<file path="src/debug_scan_pkg.sv">
// ============================================================================
// Shared constants for the debug scan-chain block.
// ============================================================================
package debug_scan_pkg;
  // Widths of the core buses and of the serial registers.
  localparam int DATA_W     = 32;  // Core data bus width.
  localparam int ADDR_W     = 32;  // Core address bus width.
  localparam int CHAIN1_LEN = 33;  // Data bus plus breakpoint request bit.
  localparam int CHAIN2_LEN = 38;  // Direction flag, register address, data.
  localparam int RADDR_W    = 5;   // Watch register address width.
  localparam int IR_W       = 4;   // Instruction register width.
  localparam int SEL_W      = 4;   // Chain-select register width.
  localparam int WP_UNITS   = 2;   // Number of watchpoint units.
  // Bit positions inside chain 2.
  localparam int C2_RW_BIT   = 37;  // Direction flag, nearest the serial input.
  localparam int C2_ADDR_LSB = 32;  // Register address field low bit.
  // Instruction encodings.
  localparam logic [IR_W-1:0] INSN_EXTEST   = 4'h0;  // Board-level test of chain 0.
  localparam logic [IR_W-1:0] INSN_SCAN_SEL = 4'h2;  // Connects the chain-select register.
  localparam logic [IR_W-1:0] INSN_RESTART  = 4'h4;  // Behaves as bypass.
  localparam logic [IR_W-1:0] INSN_INTEST   = 4'hc;  // Core test through selected chain.
  localparam logic [IR_W-1:0] INSN_BYPASS   = 4'hf;  // One-bit bypass, reset value.
  localparam logic [IR_W-1:0] IR_CAPTURE    = 4'h1;  // Pattern loaded in capture-IR.
  // Chain numbers held in the chain-select register.
  localparam logic [SEL_W-1:0] CHAIN_PERIPH = 4'h0;  // Whole core periphery.
  localparam logic [SEL_W-1:0] CHAIN_DEBUG  = 4'h1;  // Data bus and breakpoint bit.
  localparam logic [SEL_W-1:0] CHAIN_WATCH  = 4'h2;  // Watch unit registers.
  // Watch unit register map reached through chain 2.
  localparam logic [RADDR_W-1:0] WREG_CTRL = 5'h00;  // Control and status register.
  localparam logic [1:0] WOFS_AV = 2'h0;  // Address value, at base plus 0.
  localparam logic [1:0] WOFS_AM = 2'h1;  // Address mask, one bit ignores a bit.
  localparam logic [1:0] WOFS_DV = 2'h2;  // Data value.
  localparam logic [1:0] WOFS_DM = 2'h3;  // Data mask.
  localparam logic [2:0] WOFS_CV = 3'h4;  // Control value.
  localparam logic [2:0] WOFS_CM = 3'h5;  // Control mask.
  // Control and status register fields.
  localparam int CTRL_EN_LSB  = 0;  // Unit enables, one bit per unit.
  localparam int STAT_HIT_LSB = 2;  // Sticky hit flags, one bit per unit.
  localparam int STAT_FULL    = 4;  // Word buffer full.
  // Host-driven port reset.
  localparam int TAP_RESET_EDGES = 5;  // Rising edges with mode-select high.
  // Test access port controller states.
  typedef enum logic [3:0] {
    ST_TLR = 4'hf, ST_RTI = 4'hc, ST_SEL_DR = 4'h7, ST_CAP_DR = 4'h6,
    ST_SH_DR = 4'h2, ST_EX1_DR = 4'h1, ST_PA_DR = 4'h3, ST_EX2_DR = 4'h0,
    ST_UPD_DR = 4'h5, ST_SEL_IR = 4'h4, ST_CAP_IR = 4'he, ST_SH_IR = 4'ha,
    ST_EX1_IR = 4'h9, ST_PA_IR = 4'hb, ST_EX2_IR = 4'h8, ST_UPD_IR = 4'hd
  } tap_state_t;
endpackage : debug_scan_pkg
</file>
<file path="src/debug_scan_chains.sv">
`timescale 1ns/100ps
`default_nettype none
module debug_scan_chains
  import debug_scan_pkg::*;
#(
  parameter int CTRL_W    = 8,  // Width of the core control signal group.
  parameter int BUF_DEPTH = 2   // Depth of the chain 1 word buffer.
) (
  // Clock and reset.
  input  wire logic                clk_i,
  input  wire logic                rst_n_i,
  // Test access port pins.
  input  wire logic                tck_i,
  input  wire logic                tms_i,
  input  wire logic                tdi_i,
  output var  logic                tdo_o,
  output var  logic                tdo_oe_o,
  // Core side, same clock.
  input  wire logic [DATA_W-1:0]   core_data_i,
  input  wire logic [CTRL_W-1:0]   core_ctrl_i,
  input  wire logic [ADDR_W-1:0]   core_addr_i,
  // Chain 0 cells and test modes.
  output var  logic [DATA_W-1:0]   test_data_o,
  output var  logic [CTRL_W-1:0]   test_ctrl_o,
  output var  logic [ADDR_W-1:0]   test_addr_o,
  output var  logic                intest_o,
  output var  logic                extest_o,
  // Buffered chain 1 words toward the core.
  output var  logic                word_valid_o,
  output var  logic [DATA_W-1:0]   word_data_o,
  output var  logic                word_bp_o,
  input  wire logic                word_ready_i,
  output var  logic                word_ready_o,
  // Watchpoint halt request.
  output var  logic                breakpoint_request_o
);
  // ==========================================================================
  // Local widths and declarations.
  // ==========================================================================
  localparam int C0_LEN = DATA_W + CTRL_W + ADDR_W;  // Chain 0 length.
  localparam int PW     = (BUF_DEPTH > 1) ? $clog2(BUF_DEPTH) : 1;  // Pointer width.
  logic [2:0]            tck_s_r, tms_s_r, tdi_s_r;  // Synchronisers, bit 2 is the edge history.
  logic                  tck_rise, tck_fall;         // One-cycle edge pulses.
  tap_state_t            st_r, st_nxt;               // Controller state.
  logic [IR_W-1:0]       ir_sh_r, ir_r;              // Instruction shift and hold.
  logic [SEL_W-1:0]      sel_sh_r, sel_r;            // Chain-select shift and hold.
  logic                  byp_r;                      // Bypass bit.
  logic [C0_LEN-1:0]     sr0_r, cap0;                // Chain 0 cells, capture image.
  logic [CHAIN1_LEN-1:0] sr1_r, cap1;                // Chain 1 cells, capture image.
  logic [CHAIN2_LEN-1:0] sr2_r;                      // Chain 2 cells.
  logic                  use_sel, use_c0, use_c1, use_c2;  // Data register connection.
  logic                  dr_out;                     // Serial output of connected register.
  logic [RADDR_W-1:0]    rd_addr_r;                  // Watch register latched for reading.
  logic [DATA_W-1:0]     rd_data;                    // Watch register read value.
  logic [WP_UNITS-1:0]   en_r, hit_r, match;         // Enables, sticky hits, live match.
  logic [ADDR_W-1:0]     av_r [WP_UNITS];            // Address values.
  logic [ADDR_W-1:0]     am_r [WP_UNITS];            // Address masks.
  logic [DATA_W-1:0]     dv_r [WP_UNITS];            // Data values.
  logic [DATA_W-1:0]     dm_r [WP_UNITS];            // Data masks.
  logic [CTRL_W-1:0]     cv_r [WP_UNITS];            // Control values.
  logic [CTRL_W-1:0]     cm_r [WP_UNITS];            // Control masks.
  logic [CHAIN1_LEN-1:0] buf_r [BUF_DEPTH];          // Word buffer storage.
  logic [PW-1:0]         wp_r, rp_r;                 // Buffer pointers.
  logic [PW:0]           cnt_r, cnt_nxt;             // Buffer fill level.
  logic                  push, pop;                  // Buffer strobes.
  logic [2:0]            rst_cnt_r;                  // Helper: rises with mode-select high.

  // ==========================================================================
  // Pin synchronisers and edge detection.
  // ==========================================================================
  // Pins come from the host's domain; only bits 1 and 2 are read by logic.
  always_ff @(posedge clk_i or negedge rst_n_i) begin
    if (!rst_n_i) begin
      tck_s_r <= 3'h0;
      tms_s_r <= 3'h7;
      tdi_s_r <= 3'h0;
    end else begin
      tck_s_r <= {tck_s_r[1:0], tck_i};
      tms_s_r <= {tms_s_r[1:0], tms_i};
      tdi_s_r <= {tdi_s_r[1:0], tdi_i};
    end
  end
  // Mode-select and data are delayed like the clock, so a rise sees stable values.
  assign tck_rise = tck_s_r[1] & ~tck_s_r[2];
  assign tck_fall = ~tck_s_r[1] & tck_s_r[2];

  // ==========================================================================
  // Controller state machine.
  // ==========================================================================
  // Five rises with mode-select high reach reset from any state.
  always_comb begin
    unique case (st_r)
      ST_TLR:    st_nxt = tms_s_r[2] ? ST_TLR    : ST_RTI;
      ST_RTI:    st_nxt = tms_s_r[2] ? ST_SEL_DR : ST_RTI;
      ST_SEL_DR: st_nxt = tms_s_r[2] ? ST_SEL_IR : ST_CAP_DR;
      ST_CAP_DR: st_nxt = tms_s_r[2] ? ST_EX1_DR : ST_SH_DR;
      ST_SH_DR:  st_nxt = tms_s_r[2] ? ST_EX1_DR : ST_SH_DR;
      ST_EX1_DR: st_nxt = tms_s_r[2] ? ST_UPD_DR : ST_PA_DR;
      ST_PA_DR:  st_nxt = tms_s_r[2] ? ST_EX2_DR : ST_PA_DR;
      ST_EX2_DR: st_nxt = tms_s_r[2] ? ST_UPD_DR : ST_SH_DR;
      ST_UPD_DR: st_nxt = tms_s_r[2] ? ST_SEL_DR : ST_RTI;
      ST_SEL_IR: st_nxt = tms_s_r[2] ? ST_TLR    : ST_CAP_IR;
      ST_CAP_IR: st_nxt = tms_s_r[2] ? ST_EX1_IR : ST_SH_IR;
      ST_SH_IR:  st_nxt = tms_s_r[2] ? ST_EX1_IR : ST_SH_IR;
      ST_EX1_IR: st_nxt = tms_s_r[2] ? ST_UPD_IR : ST_PA_IR;
      ST_PA_IR:  st_nxt = tms_s_r[2] ? ST_EX2_IR : ST_PA_IR;
      ST_EX2_IR: st_nxt = tms_s_r[2] ? ST_UPD_IR : ST_SH_IR;
      ST_UPD_IR: st_nxt = tms_s_r[2] ? ST_SEL_DR : ST_RTI;
    endcase
  end
  // The state moves only on a test clock rise.
  always_ff @(posedge clk_i or negedge rst_n_i) begin
    if (!rst_n_i) st_r <= ST_TLR;
    else if (tck_rise) st_r <= st_nxt;
  end

  // ==========================================================================
  // Instruction and chain-select registers.
  // ==========================================================================
  // Instruction shifts least significant bit first and takes effect at update.
  always_ff @(posedge clk_i or negedge rst_n_i) begin
    if (!rst_n_i) begin
      ir_sh_r <= IR_CAPTURE;
      ir_r    <= INSN_BYPASS;
    end else if (tck_rise) begin
      if (st_r == ST_TLR) ir_r <= INSN_BYPASS;
      if (st_r == ST_CAP_IR) ir_sh_r <= IR_CAPTURE;
      else if (st_r == ST_SH_IR) ir_sh_r <= {tdi_s_r[2], ir_sh_r[IR_W-1:1]};
      if (st_r == ST_UPD_IR) ir_r <= ir_sh_r;
    end
  end
  // Data register routing: only the selected chain is ever connected.
  assign use_sel = (ir_r == INSN_SCAN_SEL);
  assign use_c0  = (ir_r == INSN_INTEST || ir_r == INSN_EXTEST) && sel_r == CHAIN_PERIPH;
  assign use_c1  = (ir_r == INSN_INTEST) && sel_r == CHAIN_DEBUG;
  assign use_c2  = (ir_r == INSN_INTEST) && sel_r == CHAIN_WATCH;
  // The select register is written by the host only under the select instruction.
  always_ff @(posedge clk_i or negedge rst_n_i) begin
    if (!rst_n_i) begin
      sel_sh_r <= CHAIN_PERIPH;
      sel_r    <= CHAIN_PERIPH;
      byp_r    <= 1'b0;
    end else if (tck_rise) begin
      if (st_r == ST_TLR) sel_r <= CHAIN_PERIPH;
      if (st_r == ST_CAP_DR) byp_r <= 1'b0;
      else if (st_r == ST_SH_DR) byp_r <= tdi_s_r[2];
      if (use_sel && st_r == ST_CAP_DR) sel_sh_r <= sel_r;
      else if (use_sel && st_r == ST_SH_DR) sel_sh_r <= {tdi_s_r[2], sel_sh_r[SEL_W-1:1]};
      if (use_sel && st_r == ST_UPD_DR) sel_r <= sel_sh_r;
    end
  end

  // ==========================================================================
  // Scan chains.
  // ==========================================================================
  // Bit 0 of each chain sits at the serial output, the top bit at the input.
  for (genvar i = 0; i < DATA_W; i++) begin : g_data_order
    assign cap0[C0_LEN-1-i] = core_data_i[i];
    assign cap1[CHAIN1_LEN-1-i] = core_data_i[i];
    assign test_data_o[i] = sr0_r[C0_LEN-1-i];
    assign word_data_o[i] = buf_r[rp_r][CHAIN1_LEN-1-i];
  end
  assign cap0[ADDR_W+CTRL_W-1:ADDR_W] = core_ctrl_i;
  assign cap0[ADDR_W-1:0] = core_addr_i;  // Address 31 downward ends at the output.
  assign cap1[0] = breakpoint_request_o;
  // No update stage: cells drive the test buses while they shift.
  // Surrounding logic must qualify these buses with the test modes.
  assign test_ctrl_o = sr0_r[ADDR_W+CTRL_W-1:ADDR_W];
  assign test_addr_o = sr0_r[ADDR_W-1:0];
  assign word_bp_o   = buf_r[rp_r][0];
  // Each chain captures and shifts only while it is the connected one.
  always_ff @(posedge clk_i or negedge rst_n_i) begin
    if (!rst_n_i) begin
      sr0_r <= '0;
      sr1_r <= '0;
      sr2_r <= '0;
    end else if (tck_rise) begin
      if (use_c0 && st_r == ST_CAP_DR) sr0_r <= cap0;
      else if (use_c0 && st_r == ST_SH_DR) sr0_r <= {tdi_s_r[2], sr0_r[C0_LEN-1:1]};
      if (use_c1 && st_r == ST_CAP_DR) sr1_r <= cap1;
      else if (use_c1 && st_r == ST_SH_DR) sr1_r <= {tdi_s_r[2], sr1_r[CHAIN1_LEN-1:1]};
      if (use_c2 && st_r == ST_CAP_DR) sr2_r[DATA_W-1:0] <= rd_data;
      else if (use_c2 && st_r == ST_SH_DR) sr2_r <= {tdi_s_r[2], sr2_r[CHAIN2_LEN-1:1]};
    end
  end
  // Test mode levels follow the active instruction.
  always_ff @(posedge clk_i or negedge rst_n_i) begin
    if (!rst_n_i) begin
      intest_o <= 1'b0;
      extest_o <= 1'b0;
    end else begin
      intest_o <= (ir_r == INSN_INTEST);
      extest_o <= (ir_r == INSN_EXTEST);
    end
  end

  // ==========================================================================
  // Serial output.
  // ==========================================================================
  always_comb begin
    if (use_sel) dr_out = sel_sh_r[0];
    else if (use_c0) dr_out = sr0_r[0];
    else if (use_c1) dr_out = sr1_r[0];
    else if (use_c2) dr_out = sr2_r[0];
    else dr_out = byp_r;
  end
  // The output moves on the falling edge so the host reads it safely after a rise.
  always_ff @(posedge clk_i or negedge rst_n_i) begin
    if (!rst_n_i) begin
      tdo_o    <= 1'b0;
      tdo_oe_o <= 1'b0;
    end else if (tck_fall) begin
      tdo_oe_o <= (st_r == ST_SH_DR) || (st_r == ST_SH_IR);
      tdo_o    <= (st_r == ST_SH_IR) ? ir_sh_r[0] : (st_r == ST_SH_DR) ? dr_out : 1'b0;
    end
  end

  // ==========================================================================
  // Watch unit registers behind chain 2.
  // ==========================================================================
  // Units sit at base (unit + 1) * 8, the control register at zero.
  always_comb begin
    rd_data = '0;
    if (rd_addr_r == WREG_CTRL) begin
      rd_data[CTRL_EN_LSB +: WP_UNITS]  = en_r;
      rd_data[STAT_HIT_LSB +: WP_UNITS] = hit_r;
      rd_data[STAT_FULL]                = ~word_ready_o;
    end else begin
      for (int u = 0; u < WP_UNITS; u++) begin
        if (rd_addr_r[RADDR_W-1:3] == 2'(u + 1)) begin
          unique case (rd_addr_r[2:0])
            {1'b0, WOFS_AV}: rd_data = av_r[u];
            {1'b0, WOFS_AM}: rd_data = am_r[u];
            {1'b0, WOFS_DV}: rd_data = dv_r[u];
            {1'b0, WOFS_DM}: rd_data = dm_r[u];
            WOFS_CV:         rd_data[CTRL_W-1:0] = cv_r[u];
            WOFS_CM:         rd_data[CTRL_W-1:0] = cm_r[u];
            default:         rd_data = '0;
          endcase
        end
      end
    end
  end
  // Update of chain 2 always latches the read address, and also writes when the direction flag is set.
  always_ff @(posedge clk_i or negedge rst_n_i) begin
    if (!rst_n_i) begin
      rd_addr_r <= WREG_CTRL;
      en_r      <= '0;
      for (int u = 0; u < WP_UNITS; u++) begin
        av_r[u] <= '0; am_r[u] <= '1; dv_r[u] <= '0;
        dm_r[u] <= '1; cv_r[u] <= '0; cm_r[u] <= '1;
      end
    end else if (tck_rise && use_c2 && st_r == ST_UPD_DR) begin
      rd_addr_r <= sr2_r[C2_ADDR_LSB +: RADDR_W];
      if (sr2_r[C2_RW_BIT] && sr2_r[C2_ADDR_LSB +: RADDR_W] == WREG_CTRL)
        en_r <= sr2_r[CTRL_EN_LSB +: WP_UNITS];
      for (int u = 0; u < WP_UNITS; u++) begin
        if (sr2_r[C2_RW_BIT] && sr2_r[C2_ADDR_LSB+3 +: 2] == 2'(u + 1)) begin
          unique case (sr2_r[C2_ADDR_LSB +: 3])
            {1'b0, WOFS_AV}: av_r[u] <= sr2_r[DATA_W-1:0];
            {1'b0, WOFS_AM}: am_r[u] <= sr2_r[DATA_W-1:0];
            {1'b0, WOFS_DV}: dv_r[u] <= sr2_r[DATA_W-1:0];
            {1'b0, WOFS_DM}: dm_r[u] <= sr2_r[DATA_W-1:0];
            WOFS_CV:         cv_r[u] <= sr2_r[CTRL_W-1:0];
            WOFS_CM:         cm_r[u] <= sr2_r[CTRL_W-1:0];
            default:         ;
          endcase
        end
      end
    end
  end
  // A set mask bit drops that bit from the compare.
  for (genvar u = 0; u < WP_UNITS; u++) begin : g_watch
    assign match[u] = ~|((core_addr_i ^ av_r[u]) & ~am_r[u])
                    & ~|((core_data_i ^ dv_r[u]) & ~dm_r[u])
                    & ~|((core_ctrl_i ^ cv_r[u]) & ~cm_r[u]);
  end
  // Hits are sticky; a write of the control register cannot lose a new hit.
  always_ff @(posedge clk_i or negedge rst_n_i) begin
    if (!rst_n_i) begin
      breakpoint_request_o <= 1'b0;
      hit_r                <= '0;
    end else begin
      breakpoint_request_o <= |(en_r & match);
      if (tck_rise && use_c2 && st_r == ST_UPD_DR && sr2_r[C2_RW_BIT]
          && sr2_r[C2_ADDR_LSB +: RADDR_W] == WREG_CTRL)
        hit_r <= (en_r & match);
      else
        hit_r <= hit_r | (en_r & match);
    end
  end

  // ==========================================================================
  // Chain 1 word buffer toward the core.
  // ==========================================================================
  // Words reach the core only through this buffer, so shifting never disturbs it.
  // A full buffer refuses the update; the host sees the full flag in status.
  assign push    = tck_rise && use_c1 && st_r == ST_UPD_DR && word_ready_o;
  assign pop     = word_valid_o && word_ready_i;
  assign cnt_nxt = cnt_r + (PW+1)'(push) - (PW+1)'(pop);
  always_ff @(posedge clk_i or negedge rst_n_i) begin
    if (!rst_n_i) begin
      wp_r <= '0; rp_r <= '0; cnt_r <= '0;
      word_valid_o <= 1'b0;
      word_ready_o <= 1'b1;
      for (int k = 0; k < BUF_DEPTH; k++) buf_r[k] <= '0;
    end else begin
      if (push) buf_r[wp_r] <= sr1_r;
      if (push) wp_r <= (wp_r == PW'(BUF_DEPTH-1)) ? '0 : wp_r + PW'(1);
      if (pop) rp_r <= (rp_r == PW'(BUF_DEPTH-1)) ? '0 : rp_r + PW'(1);
      cnt_r        <= cnt_nxt;
      word_valid_o <= (cnt_nxt != '0);
      word_ready_o <= (cnt_nxt != (PW+1)'(BUF_DEPTH));
    end
  end

  // ==========================================================================
  // Checks.
  // ==========================================================================
  // Helper: counts consecutive rises with mode-select high, saturating.
  always_ff @(posedge clk_i or negedge rst_n_i) begin
    if (!rst_n_i) rst_cnt_r <= 3'h0;
    else if (tck_rise) rst_cnt_r <= !tms_s_r[2] ? 3'h0 : (rst_cnt_r == 3'h7) ? 3'h7 : rst_cnt_r + 3'h1;
  end
endmodule : debug_scan_chains
`default_nettype wire

</file>
<file path="config.mk">
export PLATFORM = sky130hd
export DESIGN_NAME = debug_scan_chains
export DESIGN_NICKNAME = d
export VERILOG_FILES = /design/src/debug_scan_pkg.sv /design/src/debug_scan_chains.sv
export SDC_FILE = /design/constraint.sdc
export NUM_CORES = 1
export LEC_CHECK = 0
export BUFFER_PORTS_ARGS = -buffer_cell sky130_fd_sc_hd__buf_4
export CAP_MARGIN = 20
export CORE_UTILIZATION = 61
export DETAILED_ROUTE_END_ITERATION = 7
export GPL_ROUTABILITY_DRIVEN = 0
export PLACE_DENSITY = 0.8
export SETUP_SLACK_MARGIN = 0.15
export SLEW_MARGIN = 30
export SYNTH_ARGS = -nofsm -noshare
export SYNTH_HDL_FRONTEND = slang
export SYNTH_SLANG_ARGS = --single-unit
</file>
<file path="constraint.sdc">
create_clock -name clk_i -period 2.8 [get_ports clk_i]
set_input_delay 0.42 -clock clk_i [delete_from_list [all_inputs] [get_ports clk_i]]
set_output_delay 0.42 -clock clk_i [all_outputs]
set_load 0.02 [all_outputs]
</file>
* Yosys cells after proc, flatten, opt, wreduce, memory -nomap -nowiden
Index checks and enable logic that the tools add are counted.
** Cells by class
- Add/sub/neg operators :: 4
- Magnitude comparators :: 3
- Eq/ne operators :: 34
- Mux-type cells :: 52
- Bitwise operators :: 32
- Reductions and logical operators :: 81
** Operators by type and width (number)
- 2-to-1 mux 33 bit :: 6
- 2-to-1 mux 72 bit :: 2
- bitwise AND 32 bit :: 4
- 2-to-1 mux 32 bit :: 4
- NOT 32 bit :: 4
- OR reduction 32 bit :: 4
- XOR 32 bit :: 4
- one-hot mux 24 bit (5 select lines) :: 1
- one-hot mux 24 bit (4 select lines) :: 1
- one-hot mux 8 bit (6 select lines) :: 2
- bitwise mux 66 bit :: 1
- one-hot mux 4 bit (12 select lines) :: 1
- AND reduction 3 bit :: 13
- equality test 4 bit (second input constant) :: 9
- 2-to-1 mux 4 bit :: 9
- demux 33 bit (select 1 bit) :: 1
- 2-to-1 mux 27 bit :: 1
- logical AND 1 bit :: 24
- AND reduction 2 bit :: 9
- nonzero test 2 bit :: 9
- bitwise AND 8 bit :: 2
- equality test 4 x 2 -> 1 bit (second input constant) :: 4
- equality test 4 x 3 -> 1 bit (second input constant) :: 4
- NOT 8 bit :: 2
- other kinds (30) :: 85
** Word-level totals
- Register bits :: 547

* Logic depth before layout (Yosys ltp)
- Depth in word-level cells :: 9
- Depth in mapped cells :: 10
- Gate-level depth less buffers :: 10

* Worst setup path after synthesis
No wires, ideal clock.
- Path kind :: register to register
- From :: reg sel_r[3]
- To :: reg word_ready_o
- Setup time :: 84 ps
- Arrival :: 2288 ps
- Slack :: 427 ps
- Cell stages (with the launch flop) :: 11
- Path buffers :: 0
- Cell sequence :: dfrtp_1 > nor4_2 > and2_1 > and3b_1 > nand3_1 > ha_1 > inv_1 > ha_1 > xor2_1 > xnor2_1 > or2_2
** Between the ends
- Cells in the longest elaborated chain, start to end :: 8
** Ends and longest elaborated chain
- start: declaration :: RTL line debug_scan_chains.sv:46 : logic [SEL_W-1:0] sel_sh_r, sel_r;
- start signal: assignment :: RTL line debug_scan_chains.sv:149 : if (use_sel && st_r == ST_UPD_DR) sel_r <= sel_sh_r;
- equality test 4 x 1 -> 1 bit :: RTL line debug_scan_chains.sv:135 : assign use_c1 = (ir_r == INSN_INTEST) && sel_r == CHAIN_DEBUG;
- logical AND 1 bit :: RTL line debug_scan_chains.sv:135
- logical AND 1 bit (3 in series) :: RTL line debug_scan_chains.sv:298 : assign push = tck_rise && use_c1 && st_r == ST_UPD_DR && word_ready_o;
- adder 2 x 1 -> 2 bit :: RTL line debug_scan_chains.sv:300 : assign cnt_nxt = cnt_r + (PW+1)'(push) - (PW+1)'(pop);
- subtractor 2 x 1 -> 2 bit :: RTL line debug_scan_chains.sv:300
- inequality test 2 bit :: RTL line debug_scan_chains.sv:313 : word_ready_o <= (cnt_nxt != (PW+1)'(BUF_DEPTH));
- end signal: assignment :: RTL line debug_scan_chains.sv:313
- end: declaration :: RTL line debug_scan_chains.sv:33 : output var logic word_ready_o,
Every way passes these cells.
A chain may end at the register's enable or synchronous reset.

* Worst setup path after layout
- From :: reg st_r[3]
- To :: reg am_r[47] (netlist bit)
** Between the ends
- Cells in the longest elaborated chain, start to end :: 3
** Ends and longest elaborated chain
- start: declaration :: RTL line debug_scan_chains.sv:44 : tap_state_t st_r, st_nxt;
- start signal: assignment :: RTL line debug_scan_chains.sv:114 : else if (tck_rise) st_r <= st_nxt;
- equality test 4 x 3 -> 1 bit :: RTL line debug_scan_chains.sv:253 : end else if (tck_rise && use_c2 && st_r == ST_UPD_DR) begin
- logical AND 1 bit :: RTL line debug_scan_chains.sv:253
- AND reduction 3 bit (no source line)
- end signal: indexed assignment :: RTL line debug_scan_chains.sv:261 : {1'b0, WOFS_AM}: am_r[u] <= sr2_r[DATA_W-1:0];
- end: declaration :: RTL line debug_scan_chains.sv:57 : logic [ADDR_W-1:0] am_r [WP_UNITS];
Every way passes these cells.

==> flow_metrics.py <==
metrics = {
    "status": {
        "status": "finished clean",
    },
    "floorplan": {
        "core_region_area_um2": 43100,
        "rows": 76,
        "pin_count": 190,
        "dieArea_um2": 44500,
        "die_h_um": 211,
        "start_util": 0.618,
        "die_x_um": 211,
    },
    "cts": {
        "clockBufferDepth": 3,
        "clk_latency_ps": 620,
        "clkTransAtPathRegs_ps": 60,
        "cts_tree": "yes",
        "cts.sink_count": 547,
        "cts_buffers": 55,
        "cts_max_level": 2,
        "cts-root-buf": "clkbuf_16",
    },
    "global_routing": {
        "grt_pass1_wl_um": 121000,
        "grt_max_degree": 82,
        "grt_remaining_overflow": 0,
        "grt_pass1_vias": 19700,
        "antenna_found_initial": 3,
        "grt_usage": 0.365,
    },
    "setup_path": {
        "critPathRequiredTime_ps": 3350,
        "cp-end-kind": "register",
        "max_stage_delay_ps": 430,
        "setup.worst_path.start_class": "register",
        "slowest_stage": "dfstp_2",
        "path_class": "reg -> reg",
        "cp_common_cell": "buf_12",
        "worstPathCellList": "nand2b_2 > nor4_4 > and3_4 > nand3_4 > nor3_4 > buf_12 > buf_12 > mux2_2",
        "cp.arrival_ps": 3150,
        "cp_max_fo": 14,
        "ff2ff_path_depth": 8,
    },
    "timing": {
        "rsz0062_at_grt": "true",
        "setup_slack_ps": 198,
        "max_freq_mhz": 384,
        "setup_tns_ps": 0,
        "drv_slew": 0,
        "period_minus_slack_ps": 2600,
        "report.final.setup_viol": 0,
        "hold_violations": 0,
        "maxSlewHeadroom": 0.428,
        "fin_skew_ps": 26.0,
        "holdWs_ps": 134,
        "fin_crit_sh": 0.929,
        "worstMarginPinSlew_ps": 846,
    },
    "power": {
        "p_leak_nw": 13.7,
        "powerDensity_nw_per_um2": 685,
        "irDropWorstVdd_mv": 0.587,
    },
    "final_layout": {
        "area_growth_pct": 16.3,
        "drive_above_1_share": 0.415,
        "fin_util": 0.718,
        "nets": 2424,
        "nFillCells": 2871,
    },
    "yosys": {
        "netlist_area_um2": 26600,
        "yosysWarnings": 0,
        "synth.avg_cell_area_um2": 12.2,
        "ys_seq_area_frac": 0.522,
        "synth-edff-count": 0,
        "synth_nets": 2255,
        "synthFlopType": "dfrtp_1",
        "async_flop_share": 1.00,
        "synth.ff_latch_count": 547,
        "synth_cells": 2175,
        "ys_types": 67,
    },
    "drt": {
        "wirelength_um": 80200,
        "vias_per_cell": 6.50,
        "wl_per_cell_um": 26.9,
        "via_count": 19400,
        "route.detailed.drc": 0,
        "antenna_left": 0,
        "dr.pass1.iters": 6,
        "drt_iter0_drc": 2171,
    },
    "place": {
        "place_hpwl_um": 54000,
        "pre_cts_slack_ps": 150,
        "io_buffers": 189,
    },
    "run": {
        "maxCapViolCount": 0,
    },
    "hold_path": {
        "hold_path_class": "in -> reg",
        "whs_path_depth": 3,
    },
}
-- sequential cells by signal, indices dropped and copies added (netlist names), 33 cells and up --
| register | cells |
|---|---|
| sr1_r | 33 |
| am_r | 64 |
| av_r | 64 |
| buf_r | 66 |
| dv_r | 64 |
| sr0_r | 72 |
| dm_r | 64 |
| sr2_r | 38 |
-- what timing repair did --
action / 4_1_cts / 5_1_grt
gates resized for setup: 1 / 6
pin swaps: 0 / 5
setup buffers: 0 / 3
hold buffers: 4 / 0
gates cloned: 0 / 3
endpoints found under the setup margin: 41 / 105
endpoints found under the hold margin: 49 / 0
-- placed cells by master, fill, tap and decap left out, drive strengths merged, types with 37 or more instances in the layout --
cell and count:
mux4 56, mux2 406, o22ai 76, a21oi 108, o21ai 153, clkbuf 88
nor2 66, dfrtp 390, buf 257, mux2i 55, nand2 192, dfstp 157
xnor2 145, and2 37
-- power by group --
group / leakage, nW / total (mW) / switching [mW] / internal, mW
logic: 6.05 / 4.21 / 2.49 / 1.72
registers: 6.74 / 9.36 / 0.718 / 8.64
clock network: 0.943 / 7.62 / 3.17 / 4.45
-- stage by stage --
step / std cells / power (mW) / area, µm²
2_1_floorplan: 2175 / 11.6 / 26600
3_3_place_gp: 2862 / 13.5 / 28900
3_5_place_dp: 2862 / 13.7 / 28900
4_1_cts: 2970 / 21.2 / 30800
5_1_grt: 2976 / 22.0 / 30900
6_report: 2978 / 21.2 / 30900
-- final cells by class --
type,count,area [µm²],share of cell area
clock buffer,85,1700,0.0549
multi-input combinational,1464,12000,0.389
sequential,547,13900,0.449
timing repair buffer,264,2360,0.0762
antenna,2,5.00,0.000162
clock inverter,19,188,0.00606
inverter,12,45.0,0.00146
tap,585,732,0.0237
-- cell usage after synthesis, drive strengths merged, types with 2 or more instances --
cell type / number / area (µm²)
nor3b: 2 / 15.0
nand4: 4 / 25.0
nor3: 14 / 92.6
and3: 2 / 12.5
o21ai: 153 / 766
o2bb2ai: 4 / 35.0
nor2b: 12 / 75.1
nand2b: 14 / 87.6
mux4: 56 / 1260
xor2: 2 / 17.5
a21o: 3 / 22.5
inv: 11 / 41.3
o22ai: 76 / 475
nand2: 192 / 726
dfstp: 157 / 4130
nand3: 11 / 80.1
nor4: 24 / 238
or2: 2 / 12.5
a31oi: 6 / 37.5
buf: 47 / 309
a211oi: 2 / 15.0
nor4b: 2 / 23.8
mux2i: 55 / 551
ha: 2 / 25.0
clkbuf: 105 / 405
dfrtp: 390 / 9760
xnor2: 145 / 1270
mux2: 406 / 4570
a211o: 2 / 17.5
a22oi: 33 / 248
and2: 37 / 231
a21oi: 108 / 541
a222oi: 3 / 30.0
nor2: 66 / 263
or3: 3 / 18.8
nand3b: 2 / 15.0
o211ai: 6 / 45.0
-- layer usage --
layer / part of all wire / vias up / track usage
li1: - / 8180 / -
met5: 0 / - / 0
met4: 0.056 / 0 / 0.193
met3: 0.12 / 239 / 0.116
met1: 0.38 / 9781 / 0.486
met2: 0.44 / 1164 / 0.538
-- critical path, delay by kind of cell (launching register included) --
kind,cells,cell delay [ps]
buffers and inverters,2,330
DFF,1,430
muxes,1,370
and+or+nand+nor,5,1370
-- final timing paths --
check                                start           end  slack, ps
max reg2reg                        st_r[3]      am_r[47]        200
min                        core_addr_i[16]     sr0_r[16]        130
min in group asynchronous          rst_n_i  word_valid_o        390
max in group asynchronous          rst_n_i       dm_r[2]       1500
min reg2reg                     tdi_s_r[1]    tdi_s_r[2]        330
max                                st_r[3]      am_r[47]        200
-- cell families after synthesis --
logic type / after synthesis / synth area share
xor gates and xnor gates: 147 / 0.0484
DFF: 547 / 0.522
adders and majority gates: 2 / 0.000940
buffers and inverters: 164 / 0.0285
and+or+nand+nor: 391 / 0.0733
muxes: 517 / 0.240
AOI/OAI and AO/OA: 407 / 0.0874
Power figures use the tool's default switching activity.
